--- src/pkg/mdm_pkg.sv ---
// constants for the modem lines and interrupt pin block
`default_nettype none
package mdm_pkg;
    localparam logic [2:0] ADDR_IER = 3'h1;
    localparam logic [2:0] ADDR_IIR = 3'h2;
    localparam logic [2:0] ADDR_MCR = 3'h4;
    localparam logic [2:0] ADDR_MSR = 3'h6;
    localparam logic [2:0] ADDR_SRC = 3'h7;
    localparam logic [2:0] ADDR_IMK = 3'h3;
    // modem status register bit positions
    localparam int MSR_DCTS = 0;
    localparam int MSR_DDSR = 1;
    localparam int MSR_RING_TRAILING_EDGE_FLAG = 2;
    localparam int MSR_DDCD = 3;
    localparam int MSR_CTS  = 4;
    localparam int MSR_DSR  = 5;
    localparam int MSR_RI   = 6;
    localparam int MSR_DCD  = 7;
    // modem control register bit positions
    localparam int MCR_DTR  = 0;
    localparam int MCR_RTS  = 1;
    localparam int MCR_OUTA = 2;
    localparam int MCR_OUTB = 3;
    localparam int MCR_LOOP = 4;
    // interrupt enable bit positions
    localparam int IE_RXDATA = 0;
    localparam int IE_THRE   = 1;
    localparam int IE_RXERR  = 2;
    localparam int IE_MODEM  = 3;
    localparam logic [7:0] MCR_RST = 8'h00;
    localparam logic [3:0] IER_RST = 4'h0;
    localparam logic [3:0] IMK_RST = 4'hF;
    localparam logic [7:0] ZERO8   = 8'h00;
endpackage
`default_nettype wire

--- src/mdm_lines.sv ---
// modem status and control lines, interrupt pin and host data bus
`default_nettype none
module mdm_lines
    import mdm_pkg::*;
(
    input  wire logic       sys_clk,
    input  wire logic       rstn,
    input  wire logic       master_reset,
    input  wire logic [2:0] addr,
    input  wire logic [7:0] wdata,
    input  wire logic       wr_stb,
    input  wire logic       rd_stb,
    output logic [7:0]      rdata,
    input  wire logic [7:0] data_in,
    output logic [7:0]      data_out,
    output logic [7:0]      data_oe,
    output logic            transceiver_disable,
    input  wire logic       cts_n,
    input  wire logic       dsr_n,
    input  wire logic       ring_n,
    input  wire logic       carrier_detect_n,
    input  wire logic       rx_err_evt,
    input  wire logic       rx_data_evt,
    input  wire logic       fifo_mode,
    input  wire logic       thr_empty_evt,
    output logic            dtr_n,
    output logic            rts_n,
    output logic            user_out_a_n,
    output logic            user_out_b_n,
    output logic            irq_out
);
    import mdm_pkg::*;

    logic [7:0] modem_control_reg;
    logic [3:0] ier_r;
    logic [3:0] imk_r;
    logic [3:0] src_r;
    logic [3:0] dflag_r;
    logic [3:0] lvl_r;

    // address match, shared by the read and write decoders
    function automatic logic hit(input logic [2:0] a,
                                 input logic [2:0] r);
        return a == r;
    endfunction

    // levels seen at the pins, active high; loop mode keeps them live
    wire [3:0] lvl_now = {~carrier_detect_n, ~ring_n, ~dsr_n, ~cts_n};
    wire       loop_on = modem_control_reg[MCR_LOOP];

    wire msr_rd = rd_stb && hit(addr, ADDR_MSR);
    wire src_rd = rd_stb && hit(addr, ADDR_SRC);
    wire mcr_wr = wr_stb && hit(addr, ADDR_MCR);
    wire ier_wr = wr_stb && hit(addr, ADDR_IER);
    wire imk_wr = wr_stb && hit(addr, ADDR_IMK);

    // ring flag only on trailing edge of the ring pulse
    wire [3:0] chg;
    assign chg[0] = lvl_now[0] ^ lvl_r[0];
    assign chg[1] = lvl_now[1] ^ lvl_r[1];
    assign chg[2] = lvl_r[2] & ~lvl_now[2];
    assign chg[3] = lvl_now[3] ^ lvl_r[3];

    // set wins over the read-clear so no change is lost
    wire [3:0] dflag_nxt = (msr_rd ? 4'h0 : dflag_r) | chg;

    wire [7:0] msr_val = {lvl_r[3], lvl_r[2], lvl_r[1], lvl_r[0],
                          dflag_r};

    wire modem_pend = |dflag_r;
    wire rxd_ok     = rx_data_evt & fifo_mode;
    wire [3:0] ev_now = {modem_pend, rx_err_evt, thr_empty_evt, rxd_ok};
    wire [3:0] en_ev  = ev_now & ier_r;
    // sticky event status; a read of it clears, a new event wins
    wire [3:0] src_nxt = (src_rd ? 4'h0 : src_r) | en_ev;
    // modem source stays pending while any change flag is set
    wire [3:0] live   = {modem_pend & ier_r[IE_MODEM], src_r[2:0]};
    wire       irq_nxt = |(live & imk_r);

    wire [7:0] rd_mux =
        hit(addr, ADDR_MSR) ? msr_val :
        hit(addr, ADDR_MCR) ? modem_control_reg :
        hit(addr, ADDR_IER) ? {4'h0, ier_r} :
        hit(addr, ADDR_IMK) ? {4'h0, imk_r} :
        hit(addr, ADDR_SRC) ? {4'h0, src_r} :
        hit(addr, ADDR_IIR) ? {7'h00, ~irq_out} : ZERO8;

    // master reset is a synchronous clear on top of the async rstn
    always_ff @(posedge sys_clk or negedge rstn) begin
        if (!rstn) begin
            modem_control_reg <= MCR_RST;
            ier_r             <= IER_RST;
            imk_r             <= IMK_RST;
        end else if (master_reset) begin
            modem_control_reg <= MCR_RST;
            ier_r             <= IER_RST;
            imk_r             <= IMK_RST;
        end else begin
            if (mcr_wr)
                modem_control_reg <= {3'h0, wdata[4:0]};
            if (ier_wr)
                ier_r <= wdata[3:0];
            if (imk_wr)
                imk_r <= wdata[3:0];
        end
    end

    always_ff @(posedge sys_clk or negedge rstn) begin
        if (!rstn) begin
            lvl_r   <= 4'h0;
            dflag_r <= 4'h0;
            src_r   <= 4'h0;
        end else if (master_reset) begin
            lvl_r   <= lvl_now;
            dflag_r <= 4'h0;
            src_r   <= 4'h0;
        end else begin
            lvl_r   <= lvl_now;
            dflag_r <= dflag_nxt;
            src_r   <= src_nxt;
        end
    end

    // data bus drives only the cycle after a read strobe
    always_ff @(posedge sys_clk or negedge rstn) begin
        if (!rstn) begin
            rdata     <= ZERO8;
            data_out  <= ZERO8;
            data_oe   <= ZERO8;
        end else begin
            rdata     <= rd_stb ? rd_mux : ZERO8;
            data_out  <= rd_stb ? rd_mux : ZERO8;
            data_oe   <= {8{rd_stb}};
        end
    end

    // modem control pins are active low and parked high in loop mode or reset
    always_ff @(posedge sys_clk or negedge rstn) begin
        if (!rstn) begin
            dtr_n               <= 1'b1;
            rts_n               <= 1'b1;
            user_out_a_n        <= 1'b1;
            user_out_b_n        <= 1'b1;
            irq_out             <= 1'b0;
            transceiver_disable <= 1'b1;
        end else begin
            dtr_n        <= master_reset | loop_on |
                            ~modem_control_reg[MCR_DTR];
            rts_n        <= master_reset | loop_on |
                            ~modem_control_reg[MCR_RTS];
            user_out_a_n <= master_reset | loop_on |
                            ~modem_control_reg[MCR_OUTA];
            user_out_b_n <= master_reset | loop_on |
                            ~modem_control_reg[MCR_OUTB];
            irq_out      <= ~master_reset & irq_nxt;
            transceiver_disable <= ~rd_stb;
        end
    end

    // host bus and transceiver control
    a_transceiver_disable_read: assert property (
        @(posedge sys_clk) disable iff (!rstn)
        rd_stb |=> !transceiver_disable && data_oe == 8'hFF)
        else $error("driver disable not low during read");
    a_bus_idle: assert property (
        @(posedge sys_clk) disable iff (!rstn)
        !rd_stb |=> data_oe == 8'h00 && transceiver_disable)
        else $error("bus driven outside read");
    a_rdata_idle: assert property (
        @(posedge sys_clk) disable iff (!rstn)
        !rd_stb |=> rdata == ZERO8 && data_out == ZERO8)
        else $error("read data not parked outside read");

    // modem status levels and change flags
    a_dcd_flag: assert property (
        @(posedge sys_clk) disable iff (!rstn)
        (!master_reset && lvl_r[3] != ~carrier_detect_n)
        |=> dflag_r[MSR_DDCD])
        else $error("carrier change not flagged");
    a_dsr_flag: assert property (
        @(posedge sys_clk) disable iff (!rstn)
        (!master_reset && lvl_r[1] != ~dsr_n)
        |=> dflag_r[MSR_DDSR])
        else $error("data set ready change not flagged");
    a_cts_flag: assert property (
        @(posedge sys_clk) disable iff (!rstn)
        (!master_reset && lvl_r[0] != ~cts_n)
        |=> dflag_r[MSR_DCTS])
        else $error("clear to send change not flagged");
    a_ring_flag: assert property (
        @(posedge sys_clk) disable iff (!rstn)
        (!master_reset && lvl_r[2] && ring_n)
        |=> dflag_r[MSR_RING_TRAILING_EDGE_FLAG])
        else $error("ring trailing edge not flagged");
    a_ring_lead: assert property (
        @(posedge sys_clk) disable iff (!rstn)
        (!dflag_r[MSR_RING_TRAILING_EDGE_FLAG] && !(lvl_r[2] && ring_n))
        |=> !dflag_r[MSR_RING_TRAILING_EDGE_FLAG])
        else $error("ring flag set without trailing edge");
    a_dcd_level: assert property (
        @(posedge sys_clk) disable iff (!rstn)
        msr_val[MSR_DCD] == ~$past(carrier_detect_n))
        else $error("carrier level wrong");
    a_dsr_level: assert property (
        @(posedge sys_clk) disable iff (!rstn)
        msr_val[MSR_DSR] == ~$past(dsr_n))
        else $error("data set ready level wrong");
    a_cts_level: assert property (
        @(posedge sys_clk) disable iff (!rstn)
        msr_val[MSR_CTS] == ~$past(cts_n))
        else $error("clear to send level wrong");
    a_ring_level: assert property (
        @(posedge sys_clk) disable iff (!rstn)
        msr_val[MSR_RI] == ~$past(ring_n))
        else $error("ring level wrong");
    a_msr_clear: assert property (
        @(posedge sys_clk) disable iff (!rstn)
        (msr_rd && !master_reset && chg == 4'h0) |=> dflag_r == 4'h0)
        else $error("change flags not cleared by read");

    // modem control pins
    a_dtr_pin: assert property (
        @(posedge sys_clk) disable iff (!rstn)
        (!master_reset && !loop_on && modem_control_reg[MCR_DTR])
        |=> !dtr_n)
        else $error("terminal ready not active");
    a_dtr_idle: assert property (
        @(posedge sys_clk) disable iff (!rstn)
        (master_reset || loop_on || !modem_control_reg[MCR_DTR])
        |=> dtr_n)
        else $error("terminal ready active when it should rest");
    a_rts_pin: assert property (
        @(posedge sys_clk) disable iff (!rstn)
        (!master_reset && !loop_on && modem_control_reg[MCR_RTS])
        |=> !rts_n)
        else $error("request to send not active");
    a_rts_idle: assert property (
        @(posedge sys_clk) disable iff (!rstn)
        (master_reset || loop_on || !modem_control_reg[MCR_RTS])
        |=> rts_n)
        else $error("request to send active when it should rest");
    a_outa_pin: assert property (
        @(posedge sys_clk) disable iff (!rstn)
        (!master_reset && !loop_on && modem_control_reg[MCR_OUTA])
        |=> !user_out_a_n)
        else $error("first user output not active");
    a_outb_pin: assert property (
        @(posedge sys_clk) disable iff (!rstn)
        (!master_reset && !loop_on && modem_control_reg[MCR_OUTB])
        |=> !user_out_b_n)
        else $error("second user output not active");
    a_outs_loop: assert property (
        @(posedge sys_clk) disable iff (!rstn)
        (loop_on || master_reset) |=> user_out_a_n && user_out_b_n)
        else $error("user outputs active in loop or reset");
    a_outs_clear: assert property (
        @(posedge sys_clk) disable iff (!rstn)
        (!modem_control_reg[MCR_OUTA] && !modem_control_reg[MCR_OUTB])
        |=> user_out_a_n && user_out_b_n)
        else $error("user outputs active with bits cleared");

    // interrupt pin and master reset
    a_irq_modem: assert property (
        @(posedge sys_clk) disable iff (!rstn)
        (!master_reset && modem_pend && ier_r[IE_MODEM] && imk_r[IE_MODEM])
        |=> irq_out)
        else $error("modem interrupt missing");
    a_irq_source: assert property (
        @(posedge sys_clk) disable iff (!rstn)
        (!master_reset && (src_r[2:0] & imk_r[2:0]) != 3'h0)
        |=> irq_out)
        else $error("pending source did not raise interrupt");
    a_src_sticky: assert property (
        @(posedge sys_clk) disable iff (!rstn)
        (!master_reset && !src_rd)
        |=> (src_r & $past(src_r)) == $past(src_r))
        else $error("event status lost without a read");
    a_irq_reset: assert property (
        @(posedge sys_clk) disable iff (!rstn)
        master_reset |=> !irq_out)
        else $error("interrupt kept through master reset");
    a_mr_clear: assert property (
        @(posedge sys_clk) disable iff (!rstn)
        master_reset |=> modem_control_reg == MCR_RST &&
                         ier_r == IER_RST && dflag_r == 4'h0)
        else $error("master reset left registers set");
endmodule
`default_nettype wire

--- config.mk ---
export PLATFORM = sky130hd
export DESIGN_NAME = mdm_lines
export DESIGN_NICKNAME = d
export VERILOG_FILES = /design/src/pkg/mdm_pkg.sv /design/src/mdm_lines.sv
export SDC_FILE = /design/constraint.sdc
export NUM_CORES = 1
export LEC_CHECK = 0
export ABC_AREA = 1
export BUFFER_PORTS_ARGS = -buffer_cell sky130_fd_sc_hd__buf_2
export CAP_MARGIN = 20
export CORE_MARGIN = 2
export CORE_UTILIZATION = 45
export CTS_BUF_LIST = sky130_fd_sc_hd__clkbuf_8
export CTS_CLUSTER_DIAMETER = 100
export DETAILED_ROUTE_END_ITERATION = 8
export HOLD_SLACK_MARGIN = 0.05
export PLACE_DENSITY = 0.74
export SLEW_MARGIN = 20
export SYNTH_ARGS = -nofsm -noshare
export SYNTH_HDL_FRONTEND = slang
export SYNTH_SLANG_ARGS = --single-unit
--- constraint.sdc ---
create_clock -name sys_clk -period 2.2 [get_ports sys_clk]
set_input_delay 0.22 -clock sys_clk [delete_from_list [all_inputs] [get_ports sys_clk]]
set_output_delay 0.22 -clock sys_clk [all_outputs]
set_load 0.005 [all_outputs]
==> key figures <==
Setup path
  – Crit start category: flop
  – Slowest CP cell: dfstp_2
  – CP required: 1.98 ns
  – CP max FO: 1
  – Setup CP Type: reg -> out
  – Critical path, cell by cell: buf_2
  – CP arrival: 0.90 ns
  – Crit. End Element: primary output
  – Crit path largest cell delay: 0.52 ns
  – WP buf/inv: 1
  – Family with the most delay on the worst path: flip-flops

Detailed routing
  – Mean routed wirelength per cell: 12.0 um
  – WL final: 3770 um
  – Drt pass-1 iters: 4
  – Final ANT Viol Nets: 0
  – DR vias: 1532
  – Starting DRT DRC Count: 120
  – Drt via density: 4.88
  – Residual DRC: 0

Global routing
  – GRT Residual Overflow: 0
  – Vias in the first global route: 1446
  – First-pass GRT wire length: 6600 um
  – GRT Overall Usage: 16.9%
  – Antenna violations before repair: 0
  – Largest net degree at the start of global routing: 41

STA
  – Worst Max-Slew Pin Slew: 0.862 ns
  – RSZ-0062 raised after global routing: false
  – Tcrit/Tclk final: 51.0%
  – Final setup violation count: 0
  – Final hold viol count: 0
  – Final setup skew: 0.00308 ns
  – Final hold slack: 0.0420 ns
  – Worst setup margin: 1.08 ns
  – Tmin final: 1.12 ns
  – Slew Limit Fails: 0
  – Maximum clock rate: 0.891 GHz
  – Relative slew slack: 42.6%
  – Setup_tns: 0 ns

Placement
  – Placed cell count: 306
  – GP Congestion: 0.829
  – Dpl ws: 0.976 ns
  – Placed standard-cell area: 2100 um^2
  – PortBufs: 50
  – DPL Wire Length: 2820 um

Clock network
  – CTS Sinks: 40
  – Maximum clock path buffer count: 2
  – Gates resized, CTS repair: 0
  – Clock latency on the worst-skew pair: 0.28 ns
  – H-Tree Depth: 2
  – Post-CTS Setup Bufs: 0
  – CTS Hold Buffers Added: 0
  – Inserted Clock Buffers: 5
  – Clock Pin Slew Worst Setup and Hold Paths: 0.07 ns
  – Root Driver: clkbuf_8
  – CTS tree: done

Synth
  – Register bit count reported by yosys: 40
  – Avg Cell Area, Syn: 8.59 um^2
  – Synth warn: 0
  – Seq/Total Area, Yosys: 51.9%
  – Synthesized cell area: 1950 um^2
  – Mapped Nets: 259
  – Post-Synthesis Cells: 227
  – Distinct cells, synth: 23

Run status
  – Run status: finished clean

Cells and area
  – Post-layout net count: 295
  – Antenna diodes: 0
  – Reg area: 1010 um^2
  – Area Overhead vs Synth: 13.4%
  – Max reg flops: 8
  – Area occupied by multi-input gates: 678 um^2
  – Post-route cell area: 2210 um^2
  – Final Instance Count excl. Fillers: 314
  – Final core utilization: 54.1%
  – Fillers: 387
  – Share of layout cells above drive strength 1: 29.5%

Power and ir drop
  – Max VDD drop: 0.000271 V
  – Post-layout power: 1.50 mW
  – Power per cell area: 680 nW/um^2
  – Leak: 1.17 nW

Floorplanning
  – Initial Utilization: 47.7%
  – Core area: 4090 um^2
  – Num rows: 23
  – Die height: 69.8 um
  – Die area: 4870 um^2
  – Die Wd: 69.8 um
  – I/O pins: 62

Job
  – Max cap viols: 0

Min path
  – HP Class: in -> async
-- final cells by class --
type / count / area share (%)
timing repair buffer: 50 / 11.3
sequential: 40 / 45.8
tap: 50 / 2.83
clock inverter: 3 / 1.76
clock buffer: 5 / 3.11
inverter: 26 / 4.47
multi-input combinational: 140 / 30.7
-- cells in the final DEF, fill, tap and decap left out, types with 2 or more instances in the layout --
cell and count:
clkbuf_8 5, a21oi_1 12, inv_1 25, xor2_1 3, nor2_1 15, nand2_1 63
dfrtp_1 31, nor2_4 2, buf_2 50, nand3_4 2, nand3_1 26, nand2_2 3
dfstp_2 9, nand4_1 2, clkinv_2 2, o21ai_1 8
-- worst paths after layout --
kind	from	end	slack (ns)	cells after the start
min in group sys_clk	ring_n	lvl_r[2]$_DFF_PN0_	0.09	2
min reg2reg	modem_control_reg[2]$_DFFE_PN0P_	user_out_a_n$_DFF_PN1_	0.43	1
max in group asynchronous	rstn	lvl_r[0]$_DFF_PN0_	1.62	1
max	user_out_b_n$_DFF_PN1_	user_out_b_n	1.08	1
min	rstn	modem_control_reg[3]$_DFFE_PN0P_	0.04	1
max reg2reg	imk_r[2]$_DFFE_PN1P_	data_out[2]$_DFF_PN0_	1.22	6
-- synthesized netlist by cell type, drive strengths merged --
library cell  number  area, um^2
xor2               3        26.3
nand3             28         165
clkinv             1        5.00
nor3               1        16.3
or2                1        6.26
nor2              18        85.1
inv               25        93.8
dfstp              9         236
buf               20         156
dfrtp             31         776
clkbuf             1        3.75
nand2             66         255
nand4              2        12.5
a21oi             12        60.1
o21ai              8        40.0
and3               1        11.3
-- layer usage --
layer  vias to the layer above  track usage, %  share of wire (%)
li1                        762               -                  -
met1                       708            23.2                 45
met2                        58            27.2                 47
met3                         4            4.80                6.8
met4                         0            3.21               0.85
met5                         -               0                  0
-- cell families after synthesis --
kind of cell    synth area share (%)
compound gates                  5.13
xor+xnor                        1.35
buf+inv                         13.3
flops                           51.9
simple gates                    28.3
-- report_power, final --
part / leakage, nW / switching [mW] / total, mW / internal, mW
registers: 0.507 / 0.0161 / 0.778 / 0.762
clock network: 0.0593 / 0.242 / 0.574 / 0.332
logic: 0.605 / 0.0972 / 0.151 / 0.0538
(Power assumes the default switching activity.)
